--- src/cod_pkg.sv ---
// Constants of the clock output divider and its register map
// Function
// RQ1 - Two-bit source field picks internal, low-speed, high-speed or system clock.
// RQ2 - Internal and high-speed sources divide by 1 up to 128, powers of two.
// RQ3 - Low-speed divides 1,2,4,8,256,1024,4096,32768; system clock only 1/1.
// RQ4 - System clock source gives no output while standby stops that clock.
// RQ5 - Enable bit drives the divided clock to the pin; clear blocks it.
// RQ6 - Enable acts unsynchronised to the divided clock; short pulses possible.
// RQ7 - Three enable bits pass or mask each oscillator's stable interrupt.
// RQ8 - Stable flags set at wait end, read 1 pending, cleared by writing 1.
// RQ9 - Disabled output stays low; divider restarts from reset when re-enabled.
package cod_pkg;

    // Register byte offsets
    localparam logic [11:0] OFS_CLOCK_OUTPUT_CONTROL = 12'h000;
    localparam logic [11:0] OFS_CLOCKGEN_INTERRUPT_FLAG = 12'h004;
    localparam logic [11:0] OFS_CLOCKGEN_INTERRUPT_ENABLE = 12'h008;

    // Control register fields
    localparam int POS_OUTPUT_PIN_ENABLE = 0;
    localparam int POS_SOURCE_LO = 2;
    localparam int POS_DIVISION_LO = 4;
    localparam logic [6:0] CONTROL_WRITE_MASK = 7'h7D;
    localparam logic [6:0] CONTROL_RESET = 7'h00;

    // Interrupt flag and enable fields
    localparam int POS_INTERNAL_STABLE = 0;
    localparam int POS_LOW_SPEED_STABLE = 1;
    localparam int POS_HIGH_SPEED_STABLE = 2;
    localparam logic [2:0] FLAG_RESET = 3'h0;
    localparam logic [2:0] IRQ_ENABLE_RESET = 3'h0;

    // Source select codes
    localparam logic [1:0] SRC_INTERNAL = 2'h0;
    localparam logic [1:0] SRC_LOW_SPEED = 2'h1;
    localparam logic [1:0] SRC_HIGH_SPEED = 2'h2;
    localparam logic [1:0] SRC_SYSTEM = 2'h3;

    // Low-speed upper division codes as log2 of divisor
    localparam logic [3:0] LS_SHIFT_CODE4 = 4'h8;
    localparam logic [3:0] LS_SHIFT_CODE5 = 4'hA;
    localparam logic [3:0] LS_SHIFT_CODE6 = 4'hC;
    localparam logic [3:0] LS_SHIFT_CODE7 = 4'hF;

    // Divider counter width, enough for 1/32768
    localparam int DIV_COUNT_WIDTH = 15;

    // Bus phases of the register slave
    typedef enum logic [1:0] {
        COD_IDLE,
        COD_ACCESS
    } cod_bus_type;

endpackage : cod_pkg

--- src/cod_divider.sv ---
// Power-of-two divider stepped by source clock rising edges
`timescale 1ns/1ns
module cod_divider #(
    parameter int WIDTH = cod_pkg::DIV_COUNT_WIDTH
) (
    // Clock and reset
    input wire logic clk,
    input wire logic rst,
    // Source clock as stable level and rising edge
    input wire logic src_level,
    input wire logic src_rise,
    // Control
    input wire logic clear,
    input wire logic [3:0] shift,
    // Divided level
    output logic div_level
);

    logic [WIDTH-1:0] count;

    ////////////////////////////////////////////////////////////////////////
    // Edge counter, restarted by clear
    always_ff @(posedge clk or posedge rst) begin
        if (rst) begin
            count <= '0;
        end else if (clear) begin
            count <= '0; // [RQ9]
        end else if (src_rise) begin
            count <= count + 1'b1;
        end
    end

    ////////////////////////////////////////////////////////////////////////
    // Bit shift-1 toggles every 2^(shift-1) edges: period of 2^shift edges
    always_comb begin
        if (shift == 4'h0) begin
            div_level = src_level;
        end else begin
            div_level = count[shift - 4'h1];
        end
    end

endmodule : cod_divider

--- src/cod_clock_output_divider.sv ---
// Clock output divider with stable interrupts and APB register slave
`timescale 1ns/1ns
module cod_clock_output_divider (
    // Clock and reset
    input wire logic CORE_CLK,
    input wire logic RESET,
    // APB slave
    input wire logic PSEL,
    input wire logic PENABLE,
    input wire logic PWRITE,
    input wire logic [11:0] PADDR,
    input wire logic [31:0] PWDATA,
    output logic [31:0] PRDATA,
    output logic PREADY,
    output logic PSLVERR,
    // Source clocks from other domains
    input wire logic INTERNAL_OSC_CLOCK,
    input wire logic LOW_SPEED_OSC_CLOCK,
    input wire logic HIGH_SPEED_OSC_CLOCK,
    input wire logic SYSTEM_CLOCK,
    // Standby state, high in sleep or halt
    input wire logic STANDBY_ACTIVE,
    // Stabilization wait end pulses, same clock
    input wire logic INTERNAL_STABLE_DONE,
    input wire logic LOW_SPEED_STABLE_DONE,
    input wire logic HIGH_SPEED_STABLE_DONE,
    // Outputs
    output logic DIVIDED_CLOCK_OUTPUT,
    output logic CLOCKGEN_IRQ
);

    logic [6:0] clock_output_control;
    logic [2:0] clockgen_interrupt_flag;
    logic [2:0] clockgen_interrupt_enable;
    logic [3:0] sync1;
    logic [3:0] sync2;
    logic [3:0] sync3;
    logic [3:0] src_stable;
    logic [3:0] src_rise;
    logic [3:0] sys_gate;
    logic standby_s1;
    logic standby_s2;
    logic standby_s3;
    logic standby;
    logic output_pin_enable;
    logic [1:0] output_source_select;
    logic [2:0] output_division_ratio;
    logic [3:0] shift;
    logic sel_level;
    logic sel_rise;
    logic div_level;
    logic div_clear;
    logic [2:0] stable_done;
    logic wr_en;
    logic wr_control;
    logic wr_flag;
    logic wr_enable;
    logic addr_ok;
    logic setup_seen;
    logic [31:0] next_rdata;
    cod_pkg::cod_bus_type bus_state;

    assign output_pin_enable = clock_output_control[cod_pkg::POS_OUTPUT_PIN_ENABLE];
    assign output_source_select = clock_output_control[cod_pkg::POS_SOURCE_LO +: 2];
    assign output_division_ratio = clock_output_control[cod_pkg::POS_DIVISION_LO +: 3];

    ////////////////////////////////////////////////////////////////////////
    // Three-stage synchronisers; level accepted once stages two and three agree
    always_ff @(posedge CORE_CLK or posedge RESET) begin
        if (RESET) begin
            sync1 <= 4'h0;
            sync2 <= 4'h0;
            sync3 <= 4'h0;
        end else begin
            sync1 <= {SYSTEM_CLOCK, HIGH_SPEED_OSC_CLOCK,
                      LOW_SPEED_OSC_CLOCK, INTERNAL_OSC_CLOCK};
            sync2 <= sync1;
            sync3 <= sync2;
        end
    end

    genvar gi;
    generate
        for (gi = 0; gi < 4; gi++) begin : g_src
            always_ff @(posedge CORE_CLK or posedge RESET) begin
                if (RESET) begin
                    src_stable[gi] <= 1'b0;
                end else if (sync2[gi] == sync3[gi]) begin
                    src_stable[gi] <= sync3[gi];
                end
            end
            assign src_rise[gi] = (sync2[gi] == sync3[gi]) & sync3[gi] & ~src_stable[gi];
        end
    endgenerate

    always_ff @(posedge CORE_CLK or posedge RESET) begin
        if (RESET) begin
            standby_s1 <= 1'b0;
            standby_s2 <= 1'b0;
            standby_s3 <= 1'b0;
            standby <= 1'b0;
        end else begin
            standby_s1 <= STANDBY_ACTIVE;
            standby_s2 <= standby_s1;
            standby_s3 <= standby_s2;
            if (standby_s2 == standby_s3) begin
                standby <= standby_s3;
            end
        end
    end

    ////////////////////////////////////////////////////////////////////////
    // Source selection; system clock frozen in standby
    assign sys_gate = {~standby, 3'h7}; // [RQ4]

    always_comb begin
        case (output_source_select) // [RQ1]
            cod_pkg::SRC_INTERNAL: begin
                sel_level = src_stable[0];
                sel_rise = src_rise[0];
            end
            cod_pkg::SRC_LOW_SPEED: begin
                sel_level = src_stable[1];
                sel_rise = src_rise[1];
            end
            cod_pkg::SRC_HIGH_SPEED: begin
                sel_level = src_stable[2];
                sel_rise = src_rise[2];
            end
            default: begin
                sel_level = src_stable[3] & sys_gate[3]; // [RQ4]
                sel_rise = src_rise[3] & sys_gate[3];
            end
        endcase
    end

    ////////////////////////////////////////////////////////////////////////
    // Division ratio as log2 of the divisor
    always_comb begin
        case (output_source_select)
            cod_pkg::SRC_LOW_SPEED: begin
                case (output_division_ratio) // [RQ3]
                    3'h4: shift = cod_pkg::LS_SHIFT_CODE4;
                    3'h5: shift = cod_pkg::LS_SHIFT_CODE5;
                    3'h6: shift = cod_pkg::LS_SHIFT_CODE6;
                    3'h7: shift = cod_pkg::LS_SHIFT_CODE7;
                    default: shift = {1'b0, output_division_ratio};
                endcase
            end
            cod_pkg::SRC_SYSTEM: begin
                shift = 4'h0; // [RQ3]
            end
            default: begin
                shift = {1'b0, output_division_ratio}; // [RQ2]
            end
        endcase
    end

    // Counter held while disabled or while control is rewritten
    assign div_clear = ~output_pin_enable | wr_control; // [RQ9]

    cod_divider #(
        .WIDTH(cod_pkg::DIV_COUNT_WIDTH)
    ) u_divider (
        .clk(CORE_CLK),
        .rst(RESET),
        .src_level(sel_level),
        .src_rise(sel_rise),
        .clear(div_clear),
        .shift(shift),
        .div_level(div_level)
    );

    ////////////////////////////////////////////////////////////////////////
    // Pin: gated with no alignment to the divided clock
    always_ff @(posedge CORE_CLK or posedge RESET) begin
        if (RESET) begin
            DIVIDED_CLOCK_OUTPUT <= 1'b0;
        end else begin
            DIVIDED_CLOCK_OUTPUT <= output_pin_enable & div_level; // [RQ5] [RQ6] [RQ9]
        end
    end

    ////////////////////////////////////////////////////////////////////////
    // APB slave: answer in the first access cycle
    assign addr_ok = (PADDR == cod_pkg::OFS_CLOCK_OUTPUT_CONTROL)
                   | (PADDR == cod_pkg::OFS_CLOCKGEN_INTERRUPT_FLAG)
                   | (PADDR == cod_pkg::OFS_CLOCKGEN_INTERRUPT_ENABLE);
    assign setup_seen = (bus_state == cod_pkg::COD_IDLE) & PSEL & ~PENABLE;
    assign wr_en = PSEL & PENABLE & PREADY & PWRITE;
    assign wr_control = wr_en & (PADDR == cod_pkg::OFS_CLOCK_OUTPUT_CONTROL);
    assign wr_flag = wr_en & (PADDR == cod_pkg::OFS_CLOCKGEN_INTERRUPT_FLAG);
    assign wr_enable = wr_en & (PADDR == cod_pkg::OFS_CLOCKGEN_INTERRUPT_ENABLE);

    always_comb begin
        next_rdata = 32'h0000_0000;
        case (PADDR)
            cod_pkg::OFS_CLOCK_OUTPUT_CONTROL: begin
                next_rdata[6:0] = clock_output_control;
            end
            cod_pkg::OFS_CLOCKGEN_INTERRUPT_FLAG: begin
                next_rdata[2:0] = clockgen_interrupt_flag;
            end
            cod_pkg::OFS_CLOCKGEN_INTERRUPT_ENABLE: begin
                next_rdata[2:0] = clockgen_interrupt_enable;
            end
            default: begin
                next_rdata = 32'h0000_0000;
            end
        endcase
    end

    // Bus phase
    always_ff @(posedge CORE_CLK or posedge RESET) begin
        if (RESET) begin
            bus_state <= cod_pkg::COD_IDLE;
        end else begin
            case (bus_state)
                cod_pkg::COD_IDLE: begin
                    if (setup_seen) begin
                        bus_state <= cod_pkg::COD_ACCESS;
                    end
                end
                cod_pkg::COD_ACCESS: begin
                    bus_state <= cod_pkg::COD_IDLE;
                end
                default: begin
                    bus_state <= cod_pkg::COD_IDLE;
                end
            endcase
        end
    end

    // Ready for exactly the first access cycle
    always_ff @(posedge CORE_CLK or posedge RESET) begin
        if (RESET) begin
            PREADY <= 1'b0;
        end else begin
            PREADY <= setup_seen;
        end
    end

    // Error answer for unmapped addresses
    always_ff @(posedge CORE_CLK or posedge RESET) begin
        if (RESET) begin
            PSLVERR <= 1'b0;
        end else begin
            PSLVERR <= setup_seen & ~addr_ok;
        end
    end

    // Read data stands with ready only, zero otherwise
    always_ff @(posedge CORE_CLK or posedge RESET) begin
        if (RESET) begin
            PRDATA <= 32'h0000_0000;
        end else if (setup_seen && !PWRITE) begin
            PRDATA <= next_rdata;
        end else begin
            PRDATA <= 32'h0000_0000;
        end
    end

    ////////////////////////////////////////////////////////////////////////
    // Control register
    always_ff @(posedge CORE_CLK or posedge RESET) begin
        if (RESET) begin
            clock_output_control <= cod_pkg::CONTROL_RESET;
        end else if (wr_control) begin
            clock_output_control <= PWDATA[6:0] & cod_pkg::CONTROL_WRITE_MASK;
        end
    end

    // Interrupt enable register
    always_ff @(posedge CORE_CLK or posedge RESET) begin
        if (RESET) begin
            clockgen_interrupt_enable <= cod_pkg::IRQ_ENABLE_RESET;
        end else if (wr_enable) begin
            clockgen_interrupt_enable <= PWDATA[2:0];
        end
    end

    ////////////////////////////////////////////////////////////////////////
    // Sticky flags: set wins over write-one clear
    assign stable_done = {HIGH_SPEED_STABLE_DONE, LOW_SPEED_STABLE_DONE, INTERNAL_STABLE_DONE};

    always_ff @(posedge CORE_CLK or posedge RESET) begin
        if (RESET) begin
            clockgen_interrupt_flag <= cod_pkg::FLAG_RESET;
        end else begin
            clockgen_interrupt_flag <= (clockgen_interrupt_flag
                                      & ~(wr_flag ? PWDATA[2:0] : 3'h0))
                                      | stable_done; // [RQ8]
        end
    end

    // Interrupt output
    always_ff @(posedge CORE_CLK or posedge RESET) begin
        if (RESET) begin
            CLOCKGEN_IRQ <= 1'b0;
        end else begin
            CLOCKGEN_IRQ <= |(clockgen_interrupt_flag & clockgen_interrupt_enable); // [RQ7]
        end
    end

endmodule : cod_clock_output_divider

--- config.mk ---
export PLATFORM = sky130hd
export DESIGN_NAME = cod_clock_output_divider
export DESIGN_NICKNAME = d
export VERILOG_FILES = /design/src/cod_pkg.sv /design/src/cod_divider.sv /design/src/cod_clock_output_divider.sv
export SDC_FILE = /design/constraint.sdc
export NUM_CORES = 1
export LEC_CHECK = 0
export BUFFER_PORTS_ARGS = -buffer_cell sky130_fd_sc_hd__buf_2
export CAP_MARGIN = 40
export CORE_ASPECT_RATIO = 0.75
export CORE_MARGIN = 3
export CORE_UTILIZATION = 45
export DETAILED_ROUTE_END_ITERATION = 6
export PLACE_DENSITY = 0.8
export SETUP_SLACK_MARGIN = 0.3
export SLEW_MARGIN = 20
export SYNTH_ARGS = -nofsm -noshare
export SYNTH_HDL_FRONTEND = slang
export SYNTH_HIERARCHICAL = 1
export SYNTH_SLANG_ARGS = --single-unit
--- constraint.sdc ---
create_clock -name CORE_CLK -period 7.05 [get_ports CORE_CLK]
set_input_delay 0.705 -clock CORE_CLK [delete_from_list [all_inputs] [get_ports CORE_CLK]]
set_output_delay 0.705 -clock CORE_CLK [all_outputs]
set_load 0.03 [all_outputs]
==> metrics.md <==
| Metric | Value |
|---|---|
| Vias in the first global route | `1,929` |
| Area grow syn2layout | `11.9%` |
| DP Area | `3160 um^2` |
| Layout cells sized above 1 | `0.289` |
| Yosys warning count | `6` |
| Vias per cell | `5.05` |
| Layout fillers | `572` |
| Clk buf depth | `2` |
| Detailed Place HPWL | `3900 um` |
| Inserted Clock Buffers | `9` |
| Clk Latency, worst-skew pair | `0.33 ns` |
| CTS tree | `yes` |
| Wire per inst | `13.1 um` |
| Post-CTS sizing | `0` |
| Antenna-violating nets left | `0` |
| Sequential Area | `1480 um^2` |
| Max transition margin | `0.536` |
| Buffers added on ports | `42` |
| Distinct cells, synth | `50` |
| Synthesized area | `2980 um^2` |
| Rows | `25` |
| H-tree levels | `3` |
| Final Util | `0.525` |
| Overall die area | `7650 um^2` |
| Peak VDD IR | `0.131 mV` |
| Clk slew on worst S/H paths | `0.06 ns` |
| PwrDens | `205 nW/um^2` |
| Setup TNS | `0 ns` |
| Syn Inst Count | `267` |
| R2r startpoint | `PREADY` |
| DR pass1 iterations | `4` |
| Static leakage | `1.54 nW` |
| Slew Limit Fails | `0` |
| Final WL | `5200 um` |
| Initial antenna violation count | `0` |
| Largest net degree at the start of global routing | `45` |
| Asr flop ratio synth | `1.00` |
| Final setup vio count | `0` |
| Met1 wire length | `2470 um` |
| Post-synth EDFFs | `0` |
| First-pass GRT wire length | `9140 um` |
| I/O Pins | `93` |
| RSZ-0062 raised after global routing | `false` |
| Worst-path fanout max | `18` |
| FF+latch count, synth | `59` |
| Worst Skew | `0.00425 ns` |
| Via count | `2,000` |
| Clock root cell | `clkbuf_8` |
| Fin crit share | `0.517` |
| Mean Syn Cell Area | `11.2 um^2` |
| Worst Path Required | `7.29 ns` |
| Post-synth top flop | `dfrtp_1` |
| Worst-Margin Slew | `0.690 ns` |
| Multi-input gate area | `1310 um^2` |
| Startpoint types | `primary input` |
| Postcts setup bufs | `0` |
| Critical path class | `in -> reg` |
| Die Y | `76.5 um` |
| Final Net Count | `375` |
| Max cap viols | `0` |
| # hold bufs at CTS | `0` |
| Remaining DRCs | `0` |
| Hold Violations, Final | `0` |
| Highest metal layer with signal wires | `met4` |
| CP startpoint | `PADDR[1]` |
| GPL Wtd Cong | `0.821` |
| GRT Overall Usage | `0.151` |
| Antenna diodes | `0` |
| Initial core utilization | `0.469` |
| Routed wl met3 | `422 um` |
| Achievable Freq | `275 MHz` |
| Status | `completed` |
| Finished layout cell area | `3330 um^2` |
| Crit path DAT | `3.88 ns` |
| Worst setup EP type | `register` |
| Met2 Wirelength | `2270 um` |
| Clock sinks | `59` |
| DRT iter0 DRCs | `77` |
| Min cycle time layout | `3.64 ns` |
| Grt ovf | `0` |
| Die Wd | `100 um` |
| Min-delay src | `sync1[2]` |
| Worst min-delay path class | `reg -> reg` |
| Sequential element share of the synthesized area | `0.495` |
| Core Box Area | `6350 um^2` |
[placed cells by master (no fill, tap or decap), types with 2 or more instances in the layout]
master | netlist | final
and3_1 | 3 | 3
or4b_2 | 3 | 3
clkbuf_8 | 0 | 12
xnor2_1 | 5 | 5
a31oi_1 | 4 | 4
mux2i_1 | 5 | 5
clkinv_2 | 0 | 2
nor2_1 | 22 | 22
and2_1 | 6 | 6
nand3_1 | 4 | 4
nor4_1 | 6 | 6
mux2_4 | 6 | 6
nand4_1 | 6 | 6
o21ai_0 | 2 | 2
or4_1 | 3 | 3
or4_4 | 3 | 3
mux2_2 | 10 | 10
inv_1 | 14 | 13
o21a_1 | 2 | 2
a21oi_1 | 11 | 11
a31o_2 | 2 | 2
xor2_1 | 4 | 4
dfrtp_1 | 59 | 59
or2_2 | 4 | 4
ha_1 | 7 | 7
mux4_2 | 3 | 3
o31ai_1 | 3 | 3
nand2_1 | 10 | 10
nor3b_1 | 3 | 3
conb_1 | 1 | 25
nor2b_1 | 6 | 6
buf_2 | 1 | 42
[logic make-up (layout without fill, tap and decap cells)]
logic type,Yosys count,in the layout,synth area share
simple gates,86,86,0.169
mux,24,24,0.107
other cells,1,25,0.00126
flops,59,59,0.495
compound gates,32,32,0.0714
fa+ha+maj,8,8,0.0327
xor+xnor,9,9,0.0264
buf+inv,48,72,0.0961
[report_power, final]
part	internal (mW)	switching (mW)	total, mW
Combinational	0.0186	0.0379	0.0565
Sequential	0.348	0.00562	0.354
Clock	0.153	0.119	0.272
[sequential cells by signal, summed over array words and instances (netlist names)]
signal and count:
DIVIDED_CLOCK_OUTPUT 1, standby 1, standby_s1 1, standby_s2 1, PRDATA 7, standby_s3 1, PSLVERR 1, PREADY 1
bus_state 1, CLOCKGEN_IRQ 1, clockgen_interrupt_flag 3, sync3 4, sync2 4, u_divider/count 15, sync1 4, clockgen_interrupt_enable 3
src_stable 4, clock_output_control 6
[synth_stat cells (2+ instances only)]
| library cell | instances | share of area |
|---|---|---|
| or4_1 | 3 | 0.0076 |
| a31oi_1 | 4 | 0.0084 |
| mux2i_1 | 5 | 0.017 |
| clkbuf_1 | 5 | 0.0063 |
| or2_2 | 4 | 0.0084 |
| or4_4 | 3 | 0.011 |
| buf_4 | 26 | 0.065 |
| nor4_1 | 6 | 0.013 |
| or4b_2 | 3 | 0.010 |
| nand3_1 | 4 | 0.0067 |
| xor2_1 | 4 | 0.012 |
| nor2_1 | 22 | 0.028 |
| mux2_2 | 10 | 0.038 |
| ha_1 | 7 | 0.029 |
| o21a_1 | 2 | 0.0050 |
| nand4_1 | 6 | 0.013 |
| mux4_2 | 3 | 0.023 |
| a21oi_1 | 11 | 0.018 |
| and2_1 | 6 | 0.013 |
| nor3b_1 | 3 | 0.0076 |
| o21ai_0 | 2 | 0.0034 |
| xnor2_1 | 5 | 0.015 |
| and3_1 | 3 | 0.0063 |
| nand2_1 | 10 | 0.013 |
| o31ai_1 | 3 | 0.0076 |
| inv_1 | 14 | 0.018 |
| dfrtp_1 | 59 | 0.50 |
| nor2b_1 | 6 | 0.013 |
| mux2_4 | 6 | 0.030 |
| a31o_2 | 2 | 0.0059 |
[routing by layer]
metal  GRT usage  vias to the layer above
met5           0                        -
met4      0.0404                        0
met3      0.0677                        4
met2       0.217                       64
met1       0.207                      950
li1            -                      982
[cell type report]
type / count / area share
multi-input cells: 184 / 0.392
flip-flops and latches: 59 / 0.443
clock inverters: 2 / 0.00300
well taps: 81 / 0.0304
repair buffers: 43 / 0.0653
clock buffers: 13 / 0.0507
inverters: 14 / 0.0158
[worst max-delay path, stage by stage]
cell	delay, ns
buf_2	0.10
or4_4	0.57
or4_4	0.65
nand2_1	0.50
nor2_1	0.23
or4_1	0.49
or4_1	0.48
a21oi_1	0.15
[stage by stage]
stage / hold slack, ns / std cells / total power [mW] / setup WS, ns
finish: 0.349 / 396 / 0.682 / 3.41
global route: 0.356 / 396 / 0.716 / 3.24
CTS: 0.353 / 396 / 0.692 / 3.43
detailed placement: 0.338 / 381 / 0.417 / 3.07
global placement: 0.333 / 381 / 0.415 / 3.16
floorplan: 0.331 / 291 / 0.410 / 3.71
[final timing paths]
path | slack (ns) | depth (start not counted) | end
max in group asynchronous | 6.19 | 3 | PSLVERR
worst max-delay path | 3.41 | 8 | u_divider/count[13]
min in group asynchronous | 0.45 | 2 | u_divider/count[5]
worst max register to register | 3.96 | 7 | u_divider/count[13]
worst min register to register | 0.35 | 0 | sync2[2]
worst min-delay path | 0.35 | 0 | sync2[2]
No activity file was read; power rests on OpenSTA's default activity.
